$ cat src/logic/sram_host_map.vh
// Timing constants and widths for the 1K x 4 static memory host controller
`ifndef SRAM_HOST_MAP_VH
`define SRAM_HOST_MAP_VH
`define CLK_PERIOD_NS 100
`define ADDR_W 10
`define DATA_W 4
`define DEPTH 1024
// Host-side minimum times, slower grade, in ns
`define T_AW_NS 30
`define T_SD_NS 20
`define T_HD_NS 5
`define T_HA_NS 5
`define T_SA_NS 5
`define T_PWE_NS 20
`define T_PR_NS 30
`define T_HWER_NS 40
`define T_HAR_NS 40
// Read access limits (longest), in ns
`define T_AA_NS 35
`define T_HZR_NS 25
// Cycles: least times round up, never below one
`define CYC_UP(t) (((t) + `CLK_PERIOD_NS - 1) / `CLK_PERIOD_NS)
`define CYC_MIN(t) ((`CYC_UP(t) < 1) ? 1 : `CYC_UP(t))
`endif

$ cat src/logic/sram_host.v
// Host controller driving a 1K x 4 asynchronous memory with clear
// Functional notes
// - Write starts with select and strobe low, ends when either rises.
// - Address valid, strobe high, select low by clear falling edge.
// - Strobe stays high 30/40 ns after clear rises.
// - Address stays stable 30/40 ns after clear rises.
// - Address valid 20/30 ns before write end.
// - Write data held 5 ns after the ending strobe rises.
// - Write data valid 15/20 ns before write end.
`timescale 1ns/1ps
`include "sram_host_map.vh"
module sram_host #(
    parameter AW = `ADDR_W,
    parameter DW = `DATA_W
) (
    // Clock and reset
    input wire MCLK,
    input wire RST,
    // User request
    input wire REQ_VALID,
    input wire [1:0] REQ_OP,
    input wire [AW-1:0] REQ_ADDR,
    input wire [DW-1:0] REQ_WDATA,
    output reg REQ_READY,
    output reg RSP_VALID,
    output reg [DW-1:0] RSP_RDATA,
    // Memory pins
    output reg [AW-1:0] MEM_ADDR,
    output reg [DW-1:0] WRITE_VALUE_BUS,
    input wire [DW-1:0] READ_VALUE_BUS,
    output reg CS_N,
    output reg WE_N,
    output reg OE_N,
    output reg CLR_N
);
    localparam OP_READ = 2'h0;
    localparam OP_WRITE = 2'h1;
    localparam OP_CLEAR = 2'h2;
    // Counts worked out as integers, then cut to the timer width on purpose;
    // at this clock every count stays far below the four-bit limit
    localparam integer SA_I = `CYC_MIN(`T_SA_NS);
    localparam integer AW_I = `CYC_MIN(`T_AW_NS);
    localparam integer SD_I = `CYC_MIN(`T_SD_NS);
    localparam integer PWE_I = `CYC_MIN(`T_PWE_NS);
    localparam integer HD_I = `CYC_MIN(`T_HD_NS);
    localparam integer HA_I = `CYC_MIN(`T_HA_NS);
    // Wait for access plus two synchroniser stages before sampling
    localparam integer AA_I = `CYC_MIN(`T_AA_NS) + 2;
    localparam integer PR_I = `CYC_MIN(`T_PR_NS);
    localparam integer HWER_I = `CYC_MIN(`T_HWER_NS);
    localparam integer HAR_I = `CYC_MIN(`T_HAR_NS);
    localparam [3:0] C_SA = SA_I[3:0];
    localparam [3:0] C_AW = AW_I[3:0];
    localparam [3:0] C_SD = SD_I[3:0];
    localparam [3:0] C_PWE = PWE_I[3:0];
    localparam [3:0] C_WPULSE = (C_AW > C_SD) ?
        ((C_AW > C_PWE) ? C_AW : C_PWE) : ((C_SD > C_PWE) ? C_SD : C_PWE);
    localparam [3:0] C_HD = HD_I[3:0];
    localparam [3:0] C_HA = HA_I[3:0];
    localparam [3:0] C_WHOLD = (C_HD > C_HA) ? C_HD : C_HA;
    localparam [3:0] C_AA = AA_I[3:0];
    localparam [3:0] C_PR = PR_I[3:0];
    localparam [3:0] C_RHOLD = (HWER_I > HAR_I) ? HWER_I[3:0] : HAR_I[3:0];
    localparam S_IDLE = 3'h0;
    localparam S_SETUP = 3'h1;
    localparam S_WPULSE = 3'h2;
    localparam S_WHOLD = 3'h3;
    localparam S_READ = 3'h4;
    localparam S_CPULSE = 3'h5;
    localparam S_CHOLD = 3'h6;
    localparam S_END = 3'h7;
    reg [2:0] state_q;
    reg [1:0] op_q;
    reg [DW-1:0] rd_meta_q;
    reg [DW-1:0] rd_sync_q;
    reg load;
    reg [3:0] load_cnt;
    wire done;
    step_timer #(.W(4)) u_timer (
        .clk(MCLK),
        .rst(RST),
        .load(load),
        .count(load_cnt),
        .done(done)
    );
    // Read data crosses from the pins through two flops
    always @(posedge MCLK) begin
        rd_meta_q <= READ_VALUE_BUS;
        rd_sync_q <= rd_meta_q;
    end
    always @* begin
        load = 1'b0;
        load_cnt = 4'h0;
        case (state_q)
            S_IDLE: begin
                if (REQ_VALID && REQ_READY) begin
                    load = 1'b1;
                    load_cnt = C_SA;
                end
            end
            S_SETUP: begin
                if (done) begin
                    load = 1'b1;
                    if (op_q == OP_WRITE)
                        load_cnt = C_WPULSE;
                    else if (op_q == OP_CLEAR)
                        load_cnt = C_PR;
                    else
                        load_cnt = C_AA;
                end
            end
            S_WPULSE: begin
                if (done) begin
                    load = 1'b1;
                    load_cnt = C_WHOLD;
                end
            end
            S_CPULSE: begin
                if (done) begin
                    load = 1'b1;
                    load_cnt = C_RHOLD;
                end
            end
            default: begin
                load = 1'b0;
            end
        endcase
    end
    always @(posedge MCLK) begin
        if (RST) begin
            state_q <= S_IDLE;
            op_q <= OP_READ;
            REQ_READY <= 1'b0;
            RSP_VALID <= 1'b0;
            RSP_RDATA <= {DW{1'b0}};
            MEM_ADDR <= {AW{1'b0}};
            WRITE_VALUE_BUS <= {DW{1'b0}};
            CS_N <= 1'b1;
            WE_N <= 1'b1;
            OE_N <= 1'b1;
            CLR_N <= 1'b1;
        end else begin
            RSP_VALID <= 1'b0;
            case (state_q)
                S_IDLE: begin
                    REQ_READY <= 1'b1;
                    if (REQ_VALID && REQ_READY) begin
                        REQ_READY <= 1'b0;
                        op_q <= (REQ_OP == OP_WRITE) ? OP_WRITE :
                            (REQ_OP == OP_CLEAR) ? OP_CLEAR : OP_READ;
                        // Address and data launched before any strobe
                        MEM_ADDR <= REQ_ADDR;
                        WRITE_VALUE_BUS <= REQ_WDATA;
                        CS_N <= 1'b0;
                        WE_N <= 1'b1;
                        OE_N <= 1'b1;
                        state_q <= S_SETUP;
                    end
                end
                S_SETUP: begin
                    if (done) begin
                        if (op_q == OP_WRITE) begin
                            WE_N <= 1'b0;
                            state_q <= S_WPULSE;
                        end else if (op_q == OP_CLEAR) begin
                            CLR_N <= 1'b0;
                            state_q <= S_CPULSE;
                        end else begin
                            OE_N <= 1'b0;
                            state_q <= S_READ;
                        end
                    end
                end
                S_WPULSE: begin
                    // Only the strobe ends the write; select stays low
                    if (done) begin
                        WE_N <= 1'b1;
                        state_q <= S_WHOLD;
                    end
                end
                S_WHOLD: begin
                    // Data and address held past the strobe edge
                    if (done) begin
                        state_q <= S_END;
                    end
                end
                S_READ: begin
                    // Wait covers access time and the sync stages
                    if (done) begin
                        RSP_RDATA <= rd_sync_q;
                        RSP_VALID <= 1'b1;
                        state_q <= S_END;
                    end
                end
                S_CPULSE: begin
                    if (done) begin
                        CLR_N <= 1'b1;
                        state_q <= S_CHOLD;
                    end
                end
                S_CHOLD: begin
                    // Strobe and address unchanged through the hold
                    if (done) begin
                        if (op_q == OP_CLEAR) begin
                            RSP_VALID <= 1'b1;
                        end
                        state_q <= S_END;
                    end
                end
                S_END: begin
                    // Deselect with strobe already high, no output glitch
                    CS_N <= 1'b1;
                    OE_N <= 1'b1;
                    state_q <= S_IDLE;
                end
                default: begin
                    state_q <= S_IDLE;
                end
            endcase
        end
    end
endmodule // sram_host

$ cat src/logic/step_timer.v
// Down-counter that times one phase of a memory cycle
`timescale 1ns/1ps
module step_timer #(
    parameter W = 4
) (
    // Clock and reset
    input wire clk,
    input wire rst,
    // Load and status
    input wire load,
    input wire [W-1:0] count,
    output reg done
);
    reg [W-1:0] cnt_q;
    always @(posedge clk) begin
        if (rst) begin
            cnt_q <= {W{1'b0}};
            done <= 1'b1;
        end else if (load) begin
            cnt_q <= count;
            done <= (count == {W{1'b0}});
        end else if (cnt_q != {W{1'b0}}) begin
            cnt_q <= cnt_q - {{(W-1){1'b0}}, 1'b1};
            done <= (cnt_q == {{(W-1){1'b0}}, 1'b1});
        end
    end
endmodule // step_timer

$ cat config.mk
export PLATFORM = sky130hd
export DESIGN_NAME = sram_host
export DESIGN_NICKNAME = d
export VERILOG_FILES = /design/src/logic/sram_host.v /design/src/logic/step_timer.v
export VERILOG_INCLUDE_DIRS = /design/src /design/src/logic
export SDC_FILE = /design/constraint.sdc
export NUM_CORES = 1
export LEC_CHECK = 0
export BUFFER_PORTS_ARGS = -buffer_cell sky130_fd_sc_hd__buf_2
export CELL_PAD_IN_SITES_DETAIL_PLACEMENT = 1
export CELL_PAD_IN_SITES_GLOBAL_PLACEMENT = 2
export CORE_MARGIN = 3
export CORE_UTILIZATION = 32
export DETAILED_ROUTE_END_ITERATION = 10
export PLACE_DENSITY_LB_ADDON = 0.1
export SYNTH_ARGS = -nofsm -noshare
export SYNTH_HDL_FRONTEND = slang
export SYNTH_SLANG_ARGS = --single-unit
$ cat constraint.sdc
create_clock -name MCLK -period 4.65 [get_ports MCLK]
set_input_delay 0.6975 -clock MCLK [delete_from_list [all_inputs] [get_ports MCLK]]
set_output_delay 0.6975 -clock MCLK [all_outputs]
set_load 0.02 [all_outputs]
After elaboration in Yosys (flattened, before gate mapping)

Cells that the tools add are included.

Add/subtract/negate cells: 1
Equality and inequality tests: 21
Mux-type cells: 42
Reduce and logical (&&, ||, !) cells: 19

Operators with widths:

| cell                                                                    | number |
|---|---|
| 1-bit 2-to-1 mux                                                        | 21 |
| 5-bit AND reduction                                                     | 4 |
| 3-bit 2-to-1 mux                                                        | 6 |
| 3-bit one-hot mux with 6 select lines                                   | 1 |
| 3-bit == test, second input constant                                    | 4 |
| 2-bit 2-to-1 mux                                                        | 5 |
| 2-bit inequality test, second input constant                            | 5 |
| 4-bit 2-to-1 mux                                                        | 2 |
| 2-bit by 1-bit inequality test with 1-bit output, second input constant | 4 |
| 1-bit one-hot mux with 2 select lines                                   | 4 |
| 3-bit by 2-bit == test with 1-bit output, second input constant         | 2 |
| 1-bit one-hot mux with 3 select lines                                   | 2 |
| 2-bit one-hot mux with 3 select lines                                   | 1 |
| 2-bit AND reduction                                                     | 3 |
| 2-bit nonzero test                                                      | 3 |
| 3-bit nonzero test                                                      | 2 |
| 3-bit OR reduction                                                      | 2 |
| 2-bit by 1-bit == test with 1-bit output, second input constant         | 2 |
| 2-bit == test, second input constant                                    | 2 |
| 4-bit by 1-bit == test with 1-bit output, second input constant         | 1 |
| 4-bit logical NOT                                                       | 1 |
| 4-bit nonzero test                                                      | 1 |
| 4-bit by 1-bit subtractor with 4-bit output, second input constant      | 1 |
| 3-bit by 1-bit == test with 1-bit output, second input constant         | 1 |
| other kinds (3)                                                         | 3 |

Flip-flop bits (word level): 42
Input bits: 23
Output and inout bits: 24
Word-level logic and storage cells: 98

Longest topological paths before layout

Word-level depth: 7
Mapped depth: 6
Mapped depth without buffers: 6

By module

Synthesis repeated with hierarchy kept, for this count alone.

Cell total of the unflattened synthesis: 197
Area, all modules: 1839.3 µm²

By module, submodules not included:

| module     | times used | cells an instance | area each (µm²) |
|---|---|---|---|
| sram_host  | 1          | 161               | 1502.7 |
| step_timer | 1          | 36                | 336.6 |

Worst setup path before layout

Ideal clock, no wire load.

Kind: input to register
Start: input port REQ_VALID
End: register MEM_ADDR[0]
Library setup time: 0.071 ns
Arrival time: 1.542 ns
Data required time: 4.579 ns
Slack: 3.038 ns
Stages: 5
Cell sequence: and2_1 nand2_1 clkbuf_1 nand2_1 a21oi_1

Longest elaborated chain between the ends: 2

Ends and longest elaborated chain:

| what                                 | RTL line        | source |
|---|---|---|
| start: declaration                   | sram_host.v:20  | `input wire REQ_VALID,` |
| 1-bit logical AND                    | sram_host.v:147 | `if (REQ_VALID && REQ_READY) begin` |
| 2-bit AND reduction (no source line) | -               |  |
| end signal: assignment               | sram_host.v:136 | `MEM_ADDR <= {AW{1'b0}};` |
| end: declaration                     | sram_host.v:28  | `output reg [AW-1:0] MEM_ADDR,` |

Every way passes these cells.
A chain may end at the register's enable or synchronous reset.

Worst setup path after layout

Start: register state_q[0]
End: register state_q[1]

Longest elaborated chain between the ends: 4
Elaborated cells between the ends (all ways): 16
Those cells by class: 12 x eq/ne; 1 x mux; 3 x reduce/logical

Ends and longest elaborated chain:

| what                                                                             | RTL line        | source |
|---|---|---|
| start: declaration                                                               | sram_host.v:72  | `reg [2:0] state_q;` |
| start signal: assignment                                                         | sram_host.v:131 | `state_q <= S_IDLE;` |
| start signal: assignment                                                         | sram_host.v:157 | `state_q <= S_SETUP;` |
| start signal: assignment                                                         | sram_host.v:164 | `state_q <= S_WPULSE;` |
| 3-bit == test / 3-bit by 2-bit == test with 1-bit output (equally long branches) | sram_host.v:144 | `case (state_q)` |
| 3-bit OR reduction (no source line)                                              | -               |  |
| 2-bit by 1-bit inequality test with 1-bit output (no source line)                | -               |  |
| 5-bit AND reduction (no source line)                                             | -               |  |

Parallel ways exist; a longest one is shown, timed or not.

==> results.txt <==
- At the worst endpoint, the required time is 4.84 ns.
* Synthesized net count: 207
- The first global-routing pass estimated 6920 um of wire.
- Type of the worst min-delay path: flip-flop to flip-flop
- The number of antenna violations at the first check in global routing is 0.
- The layer flagged by global routing as most heavily used is met2.
* Post-DR vias/cell: 4.84
- Filler instances: 588
* Share of power burned in the clock network: 21.1%
- Slew at the pin closest to its max-slew limit: 0.633 ns
* Yosys warning count: 0
* Placed cells: 283
- Tot GR Track Use: 14.6%
- Detailed routing inserted a total of 1,407 vias.
- The die is 77.6 um tall.
* Horizontal die dimension: 77.6 um
* Met1 routing resource usage after global routing: 16.4%
- The clock arrives with 0.00762 ns of skew.
- TritonCTS clock tree: built
- Biggest fanout along the worst timing path: 19
- By area the synthesized netlist is led by dfxtp_1 51%, nand2_1 7.8%, a21oi_1 6.7%.
- The number of antenna diodes in the final layout is 0.
* Leakage power: 0.865 nW
* Highest clock rate: 547 MHz
* H-tree levels: 2
- The biggest area contributor in the post-synthesis netlist is dfxtp_1.
- Pre-Repair DR Iteration Count: 3
- Registers are responsible for 44.8% of the overall power.
* Count of buffers added by post-CTS timing repair for setup: 0
- STA puts the critical path data arrival time at 2.02 ns.
- Net switching is 38.1% of the power.
- In the synthesized netlist the dominant register cell turns out to be dfxtp_1.
- Of the cells placed in the final design, the portion with a size suffix greater than 1 is 26.3%.
- Unique cell type count in the Yosys netlist: 39
- For this run the aggregate overflow at the end of global routing stands at 0.
- Cts repair resizes: 0
* Synth top area share: 51.2%
- Yosys mapped a number of flops with a built-in enable equal to 0.
* Die Outline Area: 0.00603 mm^2
- After clock tree synthesis, the clock-pin slew on the worst setup and hold paths is 0.08 ns.
- Hold Path Origin: rd_meta_q[3]
* Count of mapped cells out of synthesis: 179
- The internal portion of the total power is 0.687 mW.
- In the final design database the tool counted 251 nets.
* Critical Path Sink Type: flip-flop
* Net switching power figure: 0.424 mW
- CTS buffer count: 5
- The share of total power dissipated in combinational logic is 34.1%.
- I/O pins: 47
- Placement row count: 25
- The total count of max-transition violations in the final report came to 0.
- The smallest clock period supported by the final layout is computed as 1.83 ns.
* Worst reg-to-reg path cell count: 4
- Area growth from synthesis to layout: 21.9%
* Power per unit of standard cell area: 555 mW/mm^2
* Final standard cell utilization of the core: 41.3%
- Cell Area, Synth: 0.00164 mm^2
* Non-filler cells in the finished layout: 291
- Entering global routing, the biggest net connects 31 pins.
- Final Hold Vio Count: 0
* Latest clock arrival within the worst-skew pair: 0.30 ns
- Type of the worst setup path: flip-flop to flip-flop
- VDD sags by at most 0.187 mV.
* Kind of start point of the critical path: flip-flop
- RSZ-0062 raised after global routing: false
* Total Routed Length: 4020 um
- Each instance of the synthesized netlist takes up on average 9.17 um^2.
- Met3 Track Usage GR: 5.68%
- The clock drives 42 sinks.
- In the final timing run, aggregate negative setup slack is 0 ns.
- Setup violations remaining at the end of the flow were counted as 0.
* Outcome: completed
- In this run the tightest slew margin relative to its limit is 57.7%.
- Share of the yosys chip area belonging to registers: 51.2%
- Half-perimeter wire length after placement: 3020 um
- Hold repair after CTS inserted 0 buffers.
- Core region area: 0.00485 mm^2
- The detailed router finished its first iteration with 67 violations.
- Post-detailed-route count of antenna-violating nets: 0
- The clock passes through at most 2 buffers.
- Initial Util: 33.9%
- Routability congestion estimate: 0.765
* Number of cells traversed by the worst hold path: 0
* Number of DRC violations after detailed routing: 0
- Global routing consumed, on the met2 layer, 25.3% of the routing resources.
- The tree is rooted in a clkbuf_8.
- Counting flops and latches in the post-synthesis netlist gives 42.
* Share of flip-flops with an asynchronous set or reset: 0%
- Via count of the first global-routing pass: 1,467
- Startpoint of the most critical register-to-register path: state_q[0]
- Number of max-cap violations: 0
- The setup check on the worst reg-to-reg path leaves a slack of 2.82 ns.
* Wirelength per Cell: 13.8 um
- Input/output buffers: 46
* WHS Endpoint: rd_sync_q[3]
- Worst r2r dst: state_q[1]
* Ratio of final minimum period to clock period: 39.3%
## cells in the final DEF (no fill, tap or decap), types with 2 or more instances in the layout
cell type / instances
buf_2: 46
dfxtp_1: 42
nand2_1: 34
a21oi_1: 22
nor2_1: 8
mux2i_1: 7
inv_1: 6
ha_1: 5
clkbuf_8: 5
nor3_1: 4
and2_1: 3
o21ai_0: 3
nand2b_1: 3
nand3b_1: 3
nor2b_1: 3
nor3_2: 2
nand3_1: 2
or3_1: 2
a211o_1: 2
clkinv_2: 2
## stage by stage
step                instance area [um^2]  hold WS [ns]  setup WS [ns]  power, mW
finish                              2000         0.333           2.82       1.11
global route                        2000         0.344           2.62       1.20
CTS                                 2000         0.336           2.82       1.13
global placement                    1910         0.311           2.68      0.866
detailed placement                  1910         0.315           2.61      0.890
floorplan                           1640         0.310           3.04      0.779
## synth_stat cells, types with 2 or more instances
cell type and number:
a211o_1 2, nand3_1 2, ha_1 5, buf_2 4, nand2b_1 3, nor2b_1 3, mux2i_1 7, nor3_1 4
a21oi_1 22, inv_1 6, o21ai_0 3, or3_1 2, nand2_1 34, nor2_1 8, dfxtp_1 42, nor3_2 2
nand3b_1 3, and2_1 3, clkbuf_1 4
## flip-flops by register name, summed over array words and instances, names as in the netlist, 2 cells and up
name / count
RSP_RDATA: 4
rd_sync_q: 4
state_q: 3
u_timer.cnt_q: 4
op_q: 2
WRITE_VALUE_BUS: 4
MEM_ADDR: 10
rd_meta_q: 4
## cells by family after synthesis
logic type | count (synthesis) | synth area share [%]
AO/OA/AOI/OAI | 38 | 14.7
XOR/XNOR | 1 | 0.534
adder cells (fa/ha/maj) | 5 | 3.81
buffers and inverters | 16 | 4.19
flip-flops | 42 | 51.2
multiplexers | 7 | 4.27
AND/OR/NAND/NOR | 70 | 21.3
## worst max path at each step
stage | end | from
after floorplan | MEM_ADDR[0] | REQ_VALID
after global placement | state_q[1] | REQ_VALID
after detailed placement | state_q[1] | REQ_VALID
after CTS | state_q[1] | state_q[0]
after global routing | state_q[1] | state_q[1]
final | state_q[1] | state_q[0]
## power groups by stage
stage               clock [mW]  sequential [mW]  combinational [mW]
global route             0.263            0.512               0.428
global placement             0            0.501               0.365
detailed placement           0            0.506               0.384
finish                   0.234            0.497               0.379
CTS                      0.245            0.499               0.387
floorplan                    0            0.514               0.265
## layer usage
layer | share of wire, % | wire (um)
met1 | 40 | 1610
met2 | 52 | 2110
met3 | 6.0 | 243
met4 | 1.4 | 57
met5 | 0 | 0
## critical path, stage by stage (launching register included)
cell     delay, ns
dfxtp_1       0.62
nor3_2        0.14
nand2_1       0.51
nand3_1       0.20
o211a_1       0.25
## cell type report
type / instances / area (um^2) / share of cell area [%]
timing repair buffer: 46 / 230 / 11.5
sequential: 42 / 841 / 42.0
tap: 67 / 83.8 / 4.19
clock buffer: 5 / 68.8 / 3.44
inverter: 7 / 26.3 / 1.31
clock inverter: 3 / 18.8 / 0.938
multi-input combinational: 121 / 732 / 36.6
Note: power is estimated with default switching activity, not from simulation.
